==> config.mk <==
export PLATFORM = sky130hd
export DESIGN_NAME = rscc_strap_loader
export DESIGN_NICKNAME = d
export VERILOG_FILES = /design/src/inc/rscc_pkg.sv /design/src/rtl/rscc_pin_sync.sv /design/src/rtl/rscc_strap_loader.sv
export SDC_FILE = /design/constraint.sdc
export NUM_CORES = 1
export LEC_CHECK = 0
export BUFFER_PORTS_ARGS = -buffer_cell sky130_fd_sc_hd__buf_2
export CORE_MARGIN = 10
export CORE_UTILIZATION = 50
export CTS_BUF_LIST = sky130_fd_sc_hd__clkbuf_2 sky130_fd_sc_hd__clkbuf_4 sky130_fd_sc_hd__clkbuf_8
export DETAILED_ROUTE_END_ITERATION = 7
export HOLD_SLACK_MARGIN = 0.12
export MAX_ROUTING_LAYER = met4
export PLACE_DENSITY = 0.79
export SYNTH_ARGS = -nofsm -noshare
export SYNTH_HDL_FRONTEND = slang
export SYNTH_HIERARCHICAL = 1
export SYNTH_SLANG_ARGS = --single-unit
==> constraint.sdc <==
create_clock -name clk -period 1.77 [get_ports clk]
set_clock_uncertainty 0.15 [all_clocks]
set_input_delay 0.2655 -clock clk [delete_from_list [all_inputs] [get_ports clk]]
set_output_delay 0.2655 -clock clk [all_outputs]
set_load 0.01 [all_outputs]
==> src/inc/rscc_pkg.sv <==
// package: strap field layout, defaults and register map of the strap loader
package rscc_pkg;
  // pin field positions on the narrow interface address bus (bits 20:1)
  localparam int ADDR_LSB = 1;
  localparam int ADDR_MSB = 20;
  localparam int ENDIAN_BIT = 20;
  localparam int BOOT_MSB = 19;
  localparam int BOOT_LSB = 18;
  localparam int WIDE_CLK_MSB = 17;
  localparam int WIDE_CLK_LSB = 16;
  localparam int NARROW_CLK_MSB = 15;
  localparam int NARROW_CLK_LSB = 14;
  localparam int AUTOINIT_BIT = 13;
  localparam int CELL_PORT_BIT = 11;

  typedef enum logic [1:0] {
    RSCC_BOOT_NONE = 2'b00,
    RSCC_BOOT_HOST_PORT = 2'b01,
    RSCC_BOOT_ROM8 = 2'b10,
    RSCC_BOOT_RSVD = 2'b11
  } rscc_boot_e;

  typedef enum logic [1:0] {
    RSCC_CLK_EXT_PIN = 2'b00,
    RSCC_CLK_CPU_DIV4 = 2'b01,
    RSCC_CLK_CPU_DIV6 = 2'b10,
    RSCC_CLK_RSVD = 2'b11
  } rscc_clk_e;

  // register byte offsets
  localparam logic [7:0] CTRL_OFFSET = 8'h00;
  localparam logic [7:0] CONFIG_OFFSET = 8'h04;
  localparam logic [7:0] ADDR_OFFSET = 8'h08;
  localparam logic [31:0] CTRL_RESET = 32'h0000_0001;
  localparam int CTRL_DRIVE_BIT = 0;
  // config register layout
  localparam int CFG_ENDIAN_BIT = 0;
  localparam int CFG_BOOT_LSB = 1;
  localparam int CFG_WIDE_CLK_LSB = 3;
  localparam int CFG_NARROW_CLK_LSB = 5;
  localparam int CFG_AUTOINIT_BIT = 7;
  localparam int CFG_CELL_PORT_BIT = 8;
  localparam int CFG_SERIAL_BIT = 9;
endpackage

==> src/rtl/rscc_pin_sync.sv <==
// module: three-stage pin synchroniser with agreement filter, one per bit
`timescale 1ns/100ps
module rscc_pin_sync #(
  parameter int WIDTH = 20
) (
  // clock
  input wire logic clk,
  // pins and filtered result
  input wire logic [WIDTH-1:0] pin_in,
  output logic [WIDTH-1:0] pin_stable
);
  if (WIDTH < 1) begin : g_chk
    $error("rscc_pin_sync: WIDTH must be at least 1");
  end

  for (genvar i = 0; i < WIDTH; i++) begin : g_bit
    logic s1_reg;
    logic s2_reg;
    logic s3_reg;
    logic st_reg;
    logic st_next;
    always_comb begin
      // first stage feeds only the second
      st_next = (s2_reg == s3_reg) ? s3_reg : st_reg;
    end
    // no reset: the chain must keep sampling straps while reset is held
    always_ff @(posedge clk) begin
      s1_reg <= pin_in[i];
      s2_reg <= s1_reg;
      s3_reg <= s2_reg;
      st_reg <= st_next;
    end
    assign pin_stable[i] = st_reg;
  end
endmodule // rscc_pin_sync

==> src/rtl/rscc_strap_loader.sv <==
// module: reset strap capture on narrow interface address pins, AHB-Lite regs
//
// Added by the designer: the address map and the AHB-Lite interface to the registers.
`timescale 1ns/100ps
module rscc_strap_loader (
  // clock and reset
  input wire logic clk,
  input wire logic sys_rst,
  // ahb-lite slave
  input wire logic hsel,
  input wire logic [31:0] haddr,
  input wire logic [1:0] htrans,
  input wire logic hwrite,
  input wire logic [2:0] hsize,
  input wire logic [31:0] hwdata,
  input wire logic hready,
  output logic [31:0] hrdata,
  output logic hreadyout,
  output logic hresp,
  // address source from the memory controller
  input wire logic [rscc_pkg::ADDR_MSB:rscc_pkg::ADDR_LSB] mem_addr,
  input wire logic mem_addr_drive,
  // narrow interface address pins
  input wire logic [rscc_pkg::ADDR_MSB:rscc_pkg::ADDR_LSB]
    narrow_if_addr_pins_i,
  output logic [rscc_pkg::ADDR_MSB:rscc_pkg::ADDR_LSB]
    narrow_if_addr_pins_o,
  output logic narrow_if_addr_pins_oe,
  // captured configuration
  output logic little_endian,
  output logic [1:0] boot_mode,
  output logic [1:0] wide_if_clock_select,
  output logic [1:0] narrow_if_clock_select,
  output logic pci_eeprom_autoinit,
  output logic cell_port_enable,
  output logic serial_port_one_enable
);
  localparam int AW = rscc_pkg::ADDR_MSB - rscc_pkg::ADDR_LSB + 1;

  // the field map must sit inside the pin range, and pins and register
  // fields inside the bus word, or the selects reach past their vectors
  if (rscc_pkg::ENDIAN_BIT > rscc_pkg::ADDR_MSB ||
      rscc_pkg::CELL_PORT_BIT < rscc_pkg::ADDR_LSB) begin : g_chk_pins
    $error("rscc_strap_loader: strap field outside the pin range");
  end
  if (rscc_pkg::CFG_SERIAL_BIT > 31 ||
      rscc_pkg::CTRL_DRIVE_BIT > 31) begin : g_chk_word
    $error("rscc_strap_loader: register field beyond the bus word");
  end
  if (rscc_pkg::ADDR_MSB > 31 || rscc_pkg::ADDR_LSB < 1) begin : g_chk_addr
    $error("rscc_strap_loader: pin range does not fit the read word");
  end

  logic [AW-1:0] pins_stable;
  logic [rscc_pkg::ADDR_MSB:rscc_pkg::ADDR_LSB] straps;

  rscc_pin_sync #(
    .WIDTH(AW)
  ) u_sync (
    .clk(clk),
    .pin_in(narrow_if_addr_pins_i),
    .pin_stable(pins_stable)
  );
  assign straps = pins_stable;

  // ---------------- strap capture ----------------
  logic endian_reg, endian_next;
  logic [1:0] boot_reg, boot_next;
  logic [1:0] wclk_reg, wclk_next;
  logic [1:0] nclk_reg, nclk_next;
  logic ainit_reg, ainit_next;
  logic cell_reg, cell_next;
  logic serial_reg, serial_next;

  always_comb begin
    endian_next = endian_reg;
    boot_next = boot_reg;
    wclk_next = wclk_reg;
    nclk_next = nclk_reg;
    ainit_next = ainit_reg;
    cell_next = cell_reg;
    serial_next = serial_reg;
    // sampled only while reset is held; frozen from release on
    // reserved codes are kept as captured; nothing maps them to a default
    if (sys_rst) begin
      endian_next = straps[rscc_pkg::ENDIAN_BIT];
      boot_next = straps[rscc_pkg::BOOT_MSB:rscc_pkg::BOOT_LSB];
      wclk_next = straps[rscc_pkg::WIDE_CLK_MSB:rscc_pkg::WIDE_CLK_LSB];
      nclk_next =
        straps[rscc_pkg::NARROW_CLK_MSB:rscc_pkg::NARROW_CLK_LSB];
      ainit_next = straps[rscc_pkg::AUTOINIT_BIT];
      cell_next = straps[rscc_pkg::CELL_PORT_BIT];
      serial_next = ~straps[rscc_pkg::CELL_PORT_BIT];
    end
  end

  always_ff @(posedge clk) begin
    endian_reg <= endian_next;
    boot_reg <= boot_next;
    wclk_reg <= wclk_next;
    nclk_reg <= nclk_next;
    ainit_reg <= ainit_next;
    cell_reg <= cell_next;
    serial_reg <= serial_next;
  end

  assign little_endian = endian_reg;
  assign boot_mode = boot_reg;
  assign wide_if_clock_select = wclk_reg;
  assign narrow_if_clock_select = nclk_reg;
  assign pci_eeprom_autoinit = ainit_reg;
  assign cell_port_enable = cell_reg;
  assign serial_port_one_enable = serial_reg;

  // ---------------- address pin drive ----------------
  logic [AW-1:0] pin_out_reg, pin_out_next;
  logic pin_oe_reg, pin_oe_next;
  logic [31:0] ctrl_reg, ctrl_next;

  always_comb begin
    // address and enable register together so the pins never skew apart
    pin_out_next = mem_addr;
    pin_oe_next = mem_addr_drive & ctrl_reg[rscc_pkg::CTRL_DRIVE_BIT];
    // pins must float in reset so the pull resistors set the straps
    if (sys_rst) begin
      pin_out_next = '0;
      pin_oe_next = 1'b0;
    end
  end

  always_ff @(posedge clk) begin
    pin_out_reg <= pin_out_next;
    pin_oe_reg <= pin_oe_next;
  end

  assign narrow_if_addr_pins_o = pin_out_reg;
  assign narrow_if_addr_pins_oe = pin_oe_reg;

  // ---------------- ahb-lite slave ----------------
  logic [31:0] cfg_word;
  logic [31:0] rdata_reg, rdata_next;
  logic wr_pend_reg, wr_pend_next;
  logic [7:0] wr_addr_reg, wr_addr_next;
  logic [31:0] addr_word;
  logic hresp_reg;
  logic hresp_next;
  logic hready_reg;
  logic hready_next;
  logic take;

  always_comb begin
    cfg_word = '0;
    cfg_word[rscc_pkg::CFG_ENDIAN_BIT] = endian_reg;
    cfg_word[rscc_pkg::CFG_BOOT_LSB +: 2] = boot_reg;
    cfg_word[rscc_pkg::CFG_WIDE_CLK_LSB +: 2] = wclk_reg;
    cfg_word[rscc_pkg::CFG_NARROW_CLK_LSB +: 2] = nclk_reg;
    cfg_word[rscc_pkg::CFG_AUTOINIT_BIT] = ainit_reg;
    cfg_word[rscc_pkg::CFG_CELL_PORT_BIT] = cell_reg;
    cfg_word[rscc_pkg::CFG_SERIAL_BIT] = serial_reg;
  end

  always_comb begin
    // bit 0 of a half-word address never reaches the pins
    addr_word = '0;
    addr_word[rscc_pkg::ADDR_MSB:rscc_pkg::ADDR_LSB] = pin_out_reg;
  end

  always_comb begin
    // no wait states and no error replies: every access is one data phase
    hresp_next = 1'b0;
    hready_next = 1'b1;
  end

  assign take = hsel & htrans[1] & hready;

  always_comb begin
    ctrl_next = ctrl_reg;
    wr_pend_next = take & hwrite;
    wr_addr_next = haddr[7:0];
    rdata_next = '0;
    if (wr_pend_reg && wr_addr_reg == rscc_pkg::CTRL_OFFSET) begin
      ctrl_next = {31'h0000_0000, hwdata[rscc_pkg::CTRL_DRIVE_BIT]};
    end
    // read data registered at the address phase: zero wait states
    // only the low byte of haddr decodes, so the map repeats every 256 bytes
    if (take && !hwrite) begin
      unique case (haddr[7:0])
        rscc_pkg::CTRL_OFFSET: rdata_next = ctrl_next;
        rscc_pkg::CONFIG_OFFSET: rdata_next = cfg_word;
        rscc_pkg::ADDR_OFFSET: rdata_next = addr_word;
        default: rdata_next = '0;
      endcase
    end
    if (sys_rst) begin
      ctrl_next = rscc_pkg::CTRL_RESET;
      wr_pend_next = 1'b0;
      wr_addr_next = '0;
      rdata_next = '0;
    end
  end

  always_ff @(posedge clk) begin
    ctrl_reg <= ctrl_next;
    wr_pend_reg <= wr_pend_next;
    wr_addr_reg <= wr_addr_next;
    rdata_reg <= rdata_next;
    hresp_reg <= hresp_next;
    hready_reg <= hready_next;
  end

  assign hrdata = rdata_reg;
  assign hreadyout = hready_reg;
  assign hresp = hresp_reg;
endmodule // rscc_strap_loader

==> metrics list, run 1 <==
- Status: complete, no violations
- Average vias per placed instance: roughly 4.8
- In this run the clock root is driven by a sky130_fd_sc_hd__clkbuf_8.
- Count of final hold-check violations: 0
- Largest net degree at the start of global routing: 42
* Number of cells traversed by the worst hold path: 2
* Startpoint types: input pin
* Crit-path max FO: 5
* Worst path slowest cell: sky130_fd_sc_hd__dlygate4sd3_1
* Yosys warning count: 6
- The die covers ~0.013 mm^2.
- For the final routed database, the setup TNS stands at 0 ns.
* Part of the power in the clock network: between 30% and 40%
* Design internal power: ~4.7 mW
* GRT Max-Usage Layer: met2
- A synthesized cell averages around 13 um^2.
* Net total in the final layout: about 600
* Arrival @ worst endpoint: 1.86 ns
- After detailed routing, the number of remaining DRC violations is 0.
- For the worst flop-to-flop path, the logic depth is 5.
* Hold Path Origin: haddr[4]
- Crit path capture type: register
- Worst voltage drop across the vdd grid: around 600 uV
* Net switching share of the total power: approximately a quarter
- Instance area at placement: between 0.004 and 0.005 mm^2
* Category of the most critical setup path: input pin to register
- For this run, the total global-route usage over all layers was measured as between 15 and 20%.
- Counting every sink on the clock net gives 140.
- No sink is reached through more buffers than the 2 on the longest clock path.
* Clock period minus final worst setup slack: 1.67 ns
* Weighted congestion at the end of routability-driven global placement: 0.759
* Die Ht: approximately 110 um
- Pwr dens: around 1000 mW/mm^2
- The number of global-route vias before repair is about 3100.
- Buffers inserted to repair hold after CTS numbered 41.
- The mapped netlist covers between 0.004 and 0.005 mm^2.
- Worst r2r src: wr_addr_reg[6]$_SDFF_PP0_
* Hold WC Path Type: input pin to register
- The number of max-slew violations in the final report came to 0.
- In the global route stage, met2 resource usage came out at roughly 25%.
* Max H-tree Level: 4
* Final instance count without filler cells: 606
- DRT Wirelength: 9700 um
- RSZ-0062 raised after global routing: false
* R2r endpoint: hrdata[6]$_SDFF_PP0_
- Number of detailed-routing iterations run before antenna repair: 4
* Area growth from synthesis to final layout: 35.4%
- Number of setup violations in the final report: 0
- Fraction of power consumed by sequential logic: a little over half
- Buffers added on ports: approximately 110
- Total overflow reported by the global router: 0
* Number of antenna violations at the first check in global routing: 0
- Combinational logic is responsible for under 10% of the overall power.
* Met1 demand-to-capacity share in global routing: roughly 16%
- The post-route netlist has 35.3% of its cells at a drive strength greater than 1.
- Summed over all nets, the switching power comes to between 1.5 and 2 mW.
- End of the worst hold path: wr_addr_reg[4]$_SDFF_PP0_
- Counting every instance in the synthesized netlist gives 337.
- Per-cell routed wire length: roughly 16 um
- Final Cycle Share: 94.4%
- Wire length of the first global-routing pass: approximately 16000 um
- The first routing iteration left roughly 120 violations.
- The critical path goes through dlygate4sd3_1, buf_2, nor2_2, and2_4, nand3b_4, clkbuf_16, nor4b_4.
- Number of nets with antenna violations after detailed routing: 0
- The wire-length estimate of the detail-placed layout is roughly 6300 um.
- After routing the design area is 0.00589 mm^2.
- Achievable Freq: between 0.5 and 0.6 GHz
- Initial cell density of the core: between 50% and 60%
- Overall power consumption after layout is estimated at slightly above 6 mW.
- Source-to-sink clock delay at the later pin of the worst-skew pair: approximately 0.43 ns
- Number of instances in the placed design: between 500 and 600
- Width of the die: 113 um
- Number of buffers inserted during clock tree synthesis: 17
- CP max stage delay: roughly 0.55 ns
* Number of violations of the max-capacitance limit: 0
* Setup slack on the worst flop-to-flop path: around 0.13 ns
* Data required, critical path: 1.96 ns
* Clock transition at path regs: ~0.080 ns
* Number of diodes added for antenna fixing: 0
* TritonCTS clock tree: done
* Vias after detailed routing: around 2900
- Static Leak: 2.49 nW
- Met3 Resource Use GR: around 6.4%
- Syn nets: 452
- Placement Rows: 33
* Slew margin rel.: a little over half
- Measured on the finished design, the core utilization comes to 70.6%.
* Slew @ Worst Pin: 0.708 ns
* Std-Cell Core Area: about 0.0083 mm^2
- Boundary pin count: 180
[critical path: cells and delay by family]
kind | cells | cell delay [ns]
buffers and inverters | 3 | 0.86
and+or+nand+nor | 4 | 0.73
[cell type report]
cell class                 instances  area (um^2)
sequential                       140         2990
fill                             562         2450
multi-input combinational        162         1230
timing repair buffer             163         1130
clock buffer                      17          234
clock inverter                    15          154
tap                              105          131
inverter                           4         15.0
[power groups by stage]
stage | clock [mW] | combinational [mW] | sequential, mW
after detailed placement | 0 | 0.260 | 3.45
after floorplan | 0 | 0.124 | 3.46
after global placement | 0 | 0.254 | 3.44
after global routing | 2.65 | 0.373 | 3.38
final | 2.47 | 0.340 | 3.37
after CTS | 2.51 | 0.330 | 3.37
[per-stage QoR]
stage / hold WS, ns / setup WS [ns]
after floorplan: 0.143 / 0.283
after detailed placement: 0.162 / -0.0625
final: 0.0965 / 0.0992
after CTS: 0.119 / 0.0271
after global placement: 0.160 / -0.00887
after global routing: 0.111 / 0.0300
[cell usage in the layout (no fill, tap or decap), drive strengths merged, types with 11 or more instances in the layout]
cell type and n:
a32oi 13, and2 32, buf 121, clkbuf 18, dfxtp 121, dlygate4sd3 40
edfxtp 19, inv 12, nor2 18, nor2b 30, nor4b 11
[worst max-delay path by stage]
stage	cells after the start	end	slack (ns)	from
4_1_cts	7	hrdata[6]$_SDFF_PP0_	0.03	haddr[3]
5_1_grt	5	hrdata[6]$_SDFF_PP0_	0.03	wr_addr_reg[6]$_SDFF_PP0_
3_3_place_gp	6	hrdata[15]$_SDFF_PP0_	-0.009	haddr[2]
2_1_floorplan	4	ctrl_reg[0]$_SDFF_PP1_	0.28	wr_addr_reg[4]$_SDFF_PP0_
3_5_place_dp	6	hrdata[13]$_SDFF_PP0_	-0.06	haddr[2]
6_report	7	hrdata[30]$_SDFF_PP0_	0.1	haddr[7]
[layer usage]
metal / up-vias / wire length [um] / part of all wire [%]
li1: 1434 / - / -
met3: 16 / 772 / 8.0
met5: - / 0 / 0
met2: 93 / 4740 / 49
met1: 1346 / 4060 / 42
met4: 0 / 123 / 1.3
[timing repair]
action,in CTS,in global routing
setup buffers,0,1
endpoints found under the setup margin,0,25
hold endpoints to repair,41,1
resized for setup,0,15
Power figures use the tool's default switching activity.
==> inputs of run 2 (changes only) <==
--- a/config.mk
+++ b/config.mk
@@ -5,14 +5,14 @@
 export SDC_FILE = /design/constraint.sdc
 export NUM_CORES = 1
 export LEC_CHECK = 0
-export BUFFER_PORTS_ARGS = -buffer_cell sky130_fd_sc_hd__buf_2
 export CORE_MARGIN = 10
 export CORE_UTILIZATION = 50
 export CTS_BUF_LIST = sky130_fd_sc_hd__clkbuf_2 sky130_fd_sc_hd__clkbuf_4 sky130_fd_sc_hd__clkbuf_8
 export DETAILED_ROUTE_END_ITERATION = 7
+export DONT_BUFFER_PORTS = 1
 export HOLD_SLACK_MARGIN = 0.12
 export MAX_ROUTING_LAYER = met4
-export PLACE_DENSITY = 0.79
+export PLACE_DENSITY = 0.65
 export SYNTH_ARGS = -nofsm -noshare
 export SYNTH_HDL_FRONTEND = slang
 export SYNTH_HIERARCHICAL = 1
==> metrics list, run 2 (synthesized netlist as in run 1, its figures left out) <==
* Initial cell density of the core: 52.2% (unchanged)
- The library cells used most frequently in the layout, excluding fill and tap cells, are sky130_fd_sc_hd__dfxtp_1 (121), sky130_fd_sc_hd__dlygate4sd3_1 (55), sky130_fd_sc_hd__and2_1 (31).
- Category of the most critical setup path: input pin to register
- DRT Wirelength: 9080 um (-6.4%)
- The combined buffer and inverter count along the critical path is 3 (unchanged).
* Boundary pin count: 180 (unchanged)
- The number of standard-cell rows in the floorplan was 33 (unchanged).
* Number of diodes added for antenna fixing: 0 (unchanged)
- Grouping stages by cell kind, the critical path spends the most delay in buffers and inverters.
- The number of remaining DRC errors came to 0 (unchanged).
* Count of final hold-check violations: 0 (unchanged)
- CTS Sinks: 140 (unchanged)
- The number of global-route vias before repair is 2681 (-14%).
- Summed area of non-filler cells in the final layout: 0.00543 mm^2 (-7.8%)
- Most common cell after layout, fill and taps aside: sky130_fd_sc_hd__dfxtp_1
- Largest net degree at the start of global routing: 32 (-24%)
* Number of detailed-routing iterations run before antenna repair: 4 (unchanged)
* Average vias per placed instance: 5.00 (+4.9%)
* Area growth from synthesis to final layout: 24.8%
* Total overflow reported by the global router: 0 (unchanged)
* Worst r2r src: wr_addr_reg[1]$_SDFF_PP0_
- The maximum count of clock buffers along a single path came to 2 (unchanged).
- The number of nets with antenna violations after detailed routing came to 0 (unchanged).
- For this design, the slowest cell found on the critical path is sky130_fd_sc_hd__dlygate4sd3_1.
- Total chip power: 6.26 mW (+1.3%)
- Source-to-sink clock delay at the later pin of the worst-skew pair: 0.42 ns (about the same)
- The depth of the worst register-to-register path is 7 (+2).
- The number of buffers inserted by port buffering came to 0 (-100%).
* Detailed-placement wirelength estimate: 5480 um (-13%)
* Width of the die: 113 um (unchanged)
- The critical path goes through dlygate4sd3_1, nor4_4, buf_4, and2_4, nand3b_2, buf_12, nor4b_2.
- Layout cell share with drive strength beyond 1: 15.3% (-20 points)
* Pre-CTS setup slack: 0.0838 ns (+0.146 ns)
- The clock buffer count from CTS came to 17 (unchanged).
- R2r endpoint: hrdata[28]$_SDFF_PP0_
- Max-slew violation count: 0 (unchanged)
- The timing-limited maximum frequency was 0.595 GHz (-0.67%).
- End of the worst hold path: hrdata[0]$_SDFF_PP0_
- The share of the clock period used by the worst path came to 95.0% (+0.64 points).
- Setup slack on the worst flop-to-flop path: 0.14 ns (about the same)
- Crit-path max FO: 11 (+6)
- STA classifies the critical path startpoint as an input pin.
- Number of setup violations in the final report: 0 (unchanged)
- Filler cell count: 625 (+11%)
- Clock transition at path regs: 0.08 ns (about the same)
- Worst voltage drop across the vdd grid: 1000 uV (+68%)
- Status: complete, no violations
- Die ar.: 0.0128 mm^2 (unchanged)
* Number of violations of the max-capacitance limit: 0 (unchanged)
* Arrival @ worst endpoint: 1.86 ns (about the same)
* Slew @ Worst Pin: 0.785 ns (+0.0773 ns)
- The global-route wire length before repair is 14400 um (-7.9%).
- Data required, critical path: 1.95 ns (about the same)
- Per-cell routed wire length: 17.8 um (+11%)
- The initial antenna violation count was 0 (unchanged).
* Max H-tree Level: 4 (unchanged)
* Die Ht: 113 um (unchanged)
- Footprint of the flip-flops and latches: 0.00299 mm^2 (unchanged)
- Instance area at placement: 0.00440 mm^2 (-12%)
- Pwr dens: 1150 mW/mm^2 (+9.8%)
* Number of cells traversed by the worst hold path: 4 (+2)
- The least setup slack across all paths after layout came to 0.0879 ns (-0.0113 ns).
- The total area of multi-input combinational cells is 0.00117 mm^2 (-5.4%).
- The min-delay analysis places its worst path in the category input pin to register.
- Clock period minus final worst setup slack: 1.68 ns (+0.0113 ns)
* Global-route usage over all layers: 14.7% (-0.82 points)
- Setup repair after global routing left no endpoint under its margin.
* Hold Path Origin: haddr[5]
* DRT iter0 DRCs: 91 (-25%)
- The worst hold-check slack was 0.0199 ns (-0.0767 ns).
- The tree is rooted in a sky130_fd_sc_hd__clkbuf_8.
- Accumulated negative setup slack: 0 ns (unchanged)
* Slew margin rel.: 47.5% (-5.2 points)
- The standard cell core area came to 0.00834 mm^2 (unchanged).
- The leakage power is 2.03 nW (-19%).
- Vias after detailed routing: 2556 (-12%)
- STA classifies the critical path endpoint as a register.
* Net total in the final layout: 508 (-16%)
* Weighted congestion at the end of routability-driven global placement: 0.743 (-2.0%)
- CP max stage delay: 0.57 ns (+0.02 ns)
- TritonCTS clock tree: done
==> run 2: cell types whose count changed in the layout (fill, tap and decap cells not counted), moves of 4 or more <==
| cell | before | now |
|---|---|---|
| sky130_fd_sc_hd__buf_2 | 106 | 0 |
| sky130_fd_sc_hd__nor4b_2 | 5 | 10 |
| sky130_fd_sc_hd__nor4b_4 | 6 | 1 |
| sky130_fd_sc_hd__dlygate4sd3_1 | 40 | 55 |
| sky130_fd_sc_hd__buf_4 | 11 | 7 |
==> run 2: per-layer routing <==
metal	wire [um]	vias up	GRT usage, %
li1	-	1243	-
met1	3860	1202	16.4
met2	4150	95	21.7
met3	908	16	7.87
met4	155	0	5.58
met5	0	-	-
==> run 2: area by class of cell <==
type	instances	share of cell area, %
timing repair buffer	68	13.2
clock buffer	17	4.31
clock inverter	15	3.25
sequential	140	55.1
multi-input combinational	162	21.5
inverter	4	0.276
tap	105	2.42
==> run 2: worst reg2reg max path: cells and delay by family, from the launching register on <==
family,cells,cell delay (ns)
DFF,1,0.31
buffers and inverters,3,0.52
and+or+nand+nor,4,0.52
==> run 2: per-stage QoR <==
stage / cells / util [%]
2_1_floorplan: 337 / -
3_3_place_gp: 420 / 52.8
3_5_place_dp: 420 / 52.8
4_1_cts: 509 / 64.7
5_1_grt: 511 / 65.1
6_report: 511 / 65.1
==> run 2: what timing repair did <==
item	CTS	global route
endpoints found under the setup margin	0	18
setup buffers	0	1
hold buffers	57	2
endpoints found under the hold margin	64	24
resized for setup	0	3
==> run 2: how the worst max path moves through the flow <==
stage	slack [ns]	from	cells after the start	endpoint
floorplan	0.28	wr_addr_reg[4]$_SDFF_PP0_	4	ctrl_reg[0]$_SDFF_PP1_
global placement	0.09	haddr[3]	5	hrdata[13]$_SDFF_PP0_
detailed placement	0.08	haddr[3]	5	hrdata[13]$_SDFF_PP0_
CTS	0.01	sys_rst	2	little_endian$_DFFE_PP_
global route	0.02	haddr[7]	6	hrdata[10]$_SDFF_PP0_
finish	0.09	haddr[1]	7	hrdata[21]$_SDFF_PP0_
==> run 2: where the power goes <==
group          internal [mW]  switching, mW
combinational          0.145         0.0974
clock                   1.31           1.31
sequential              3.33         0.0776
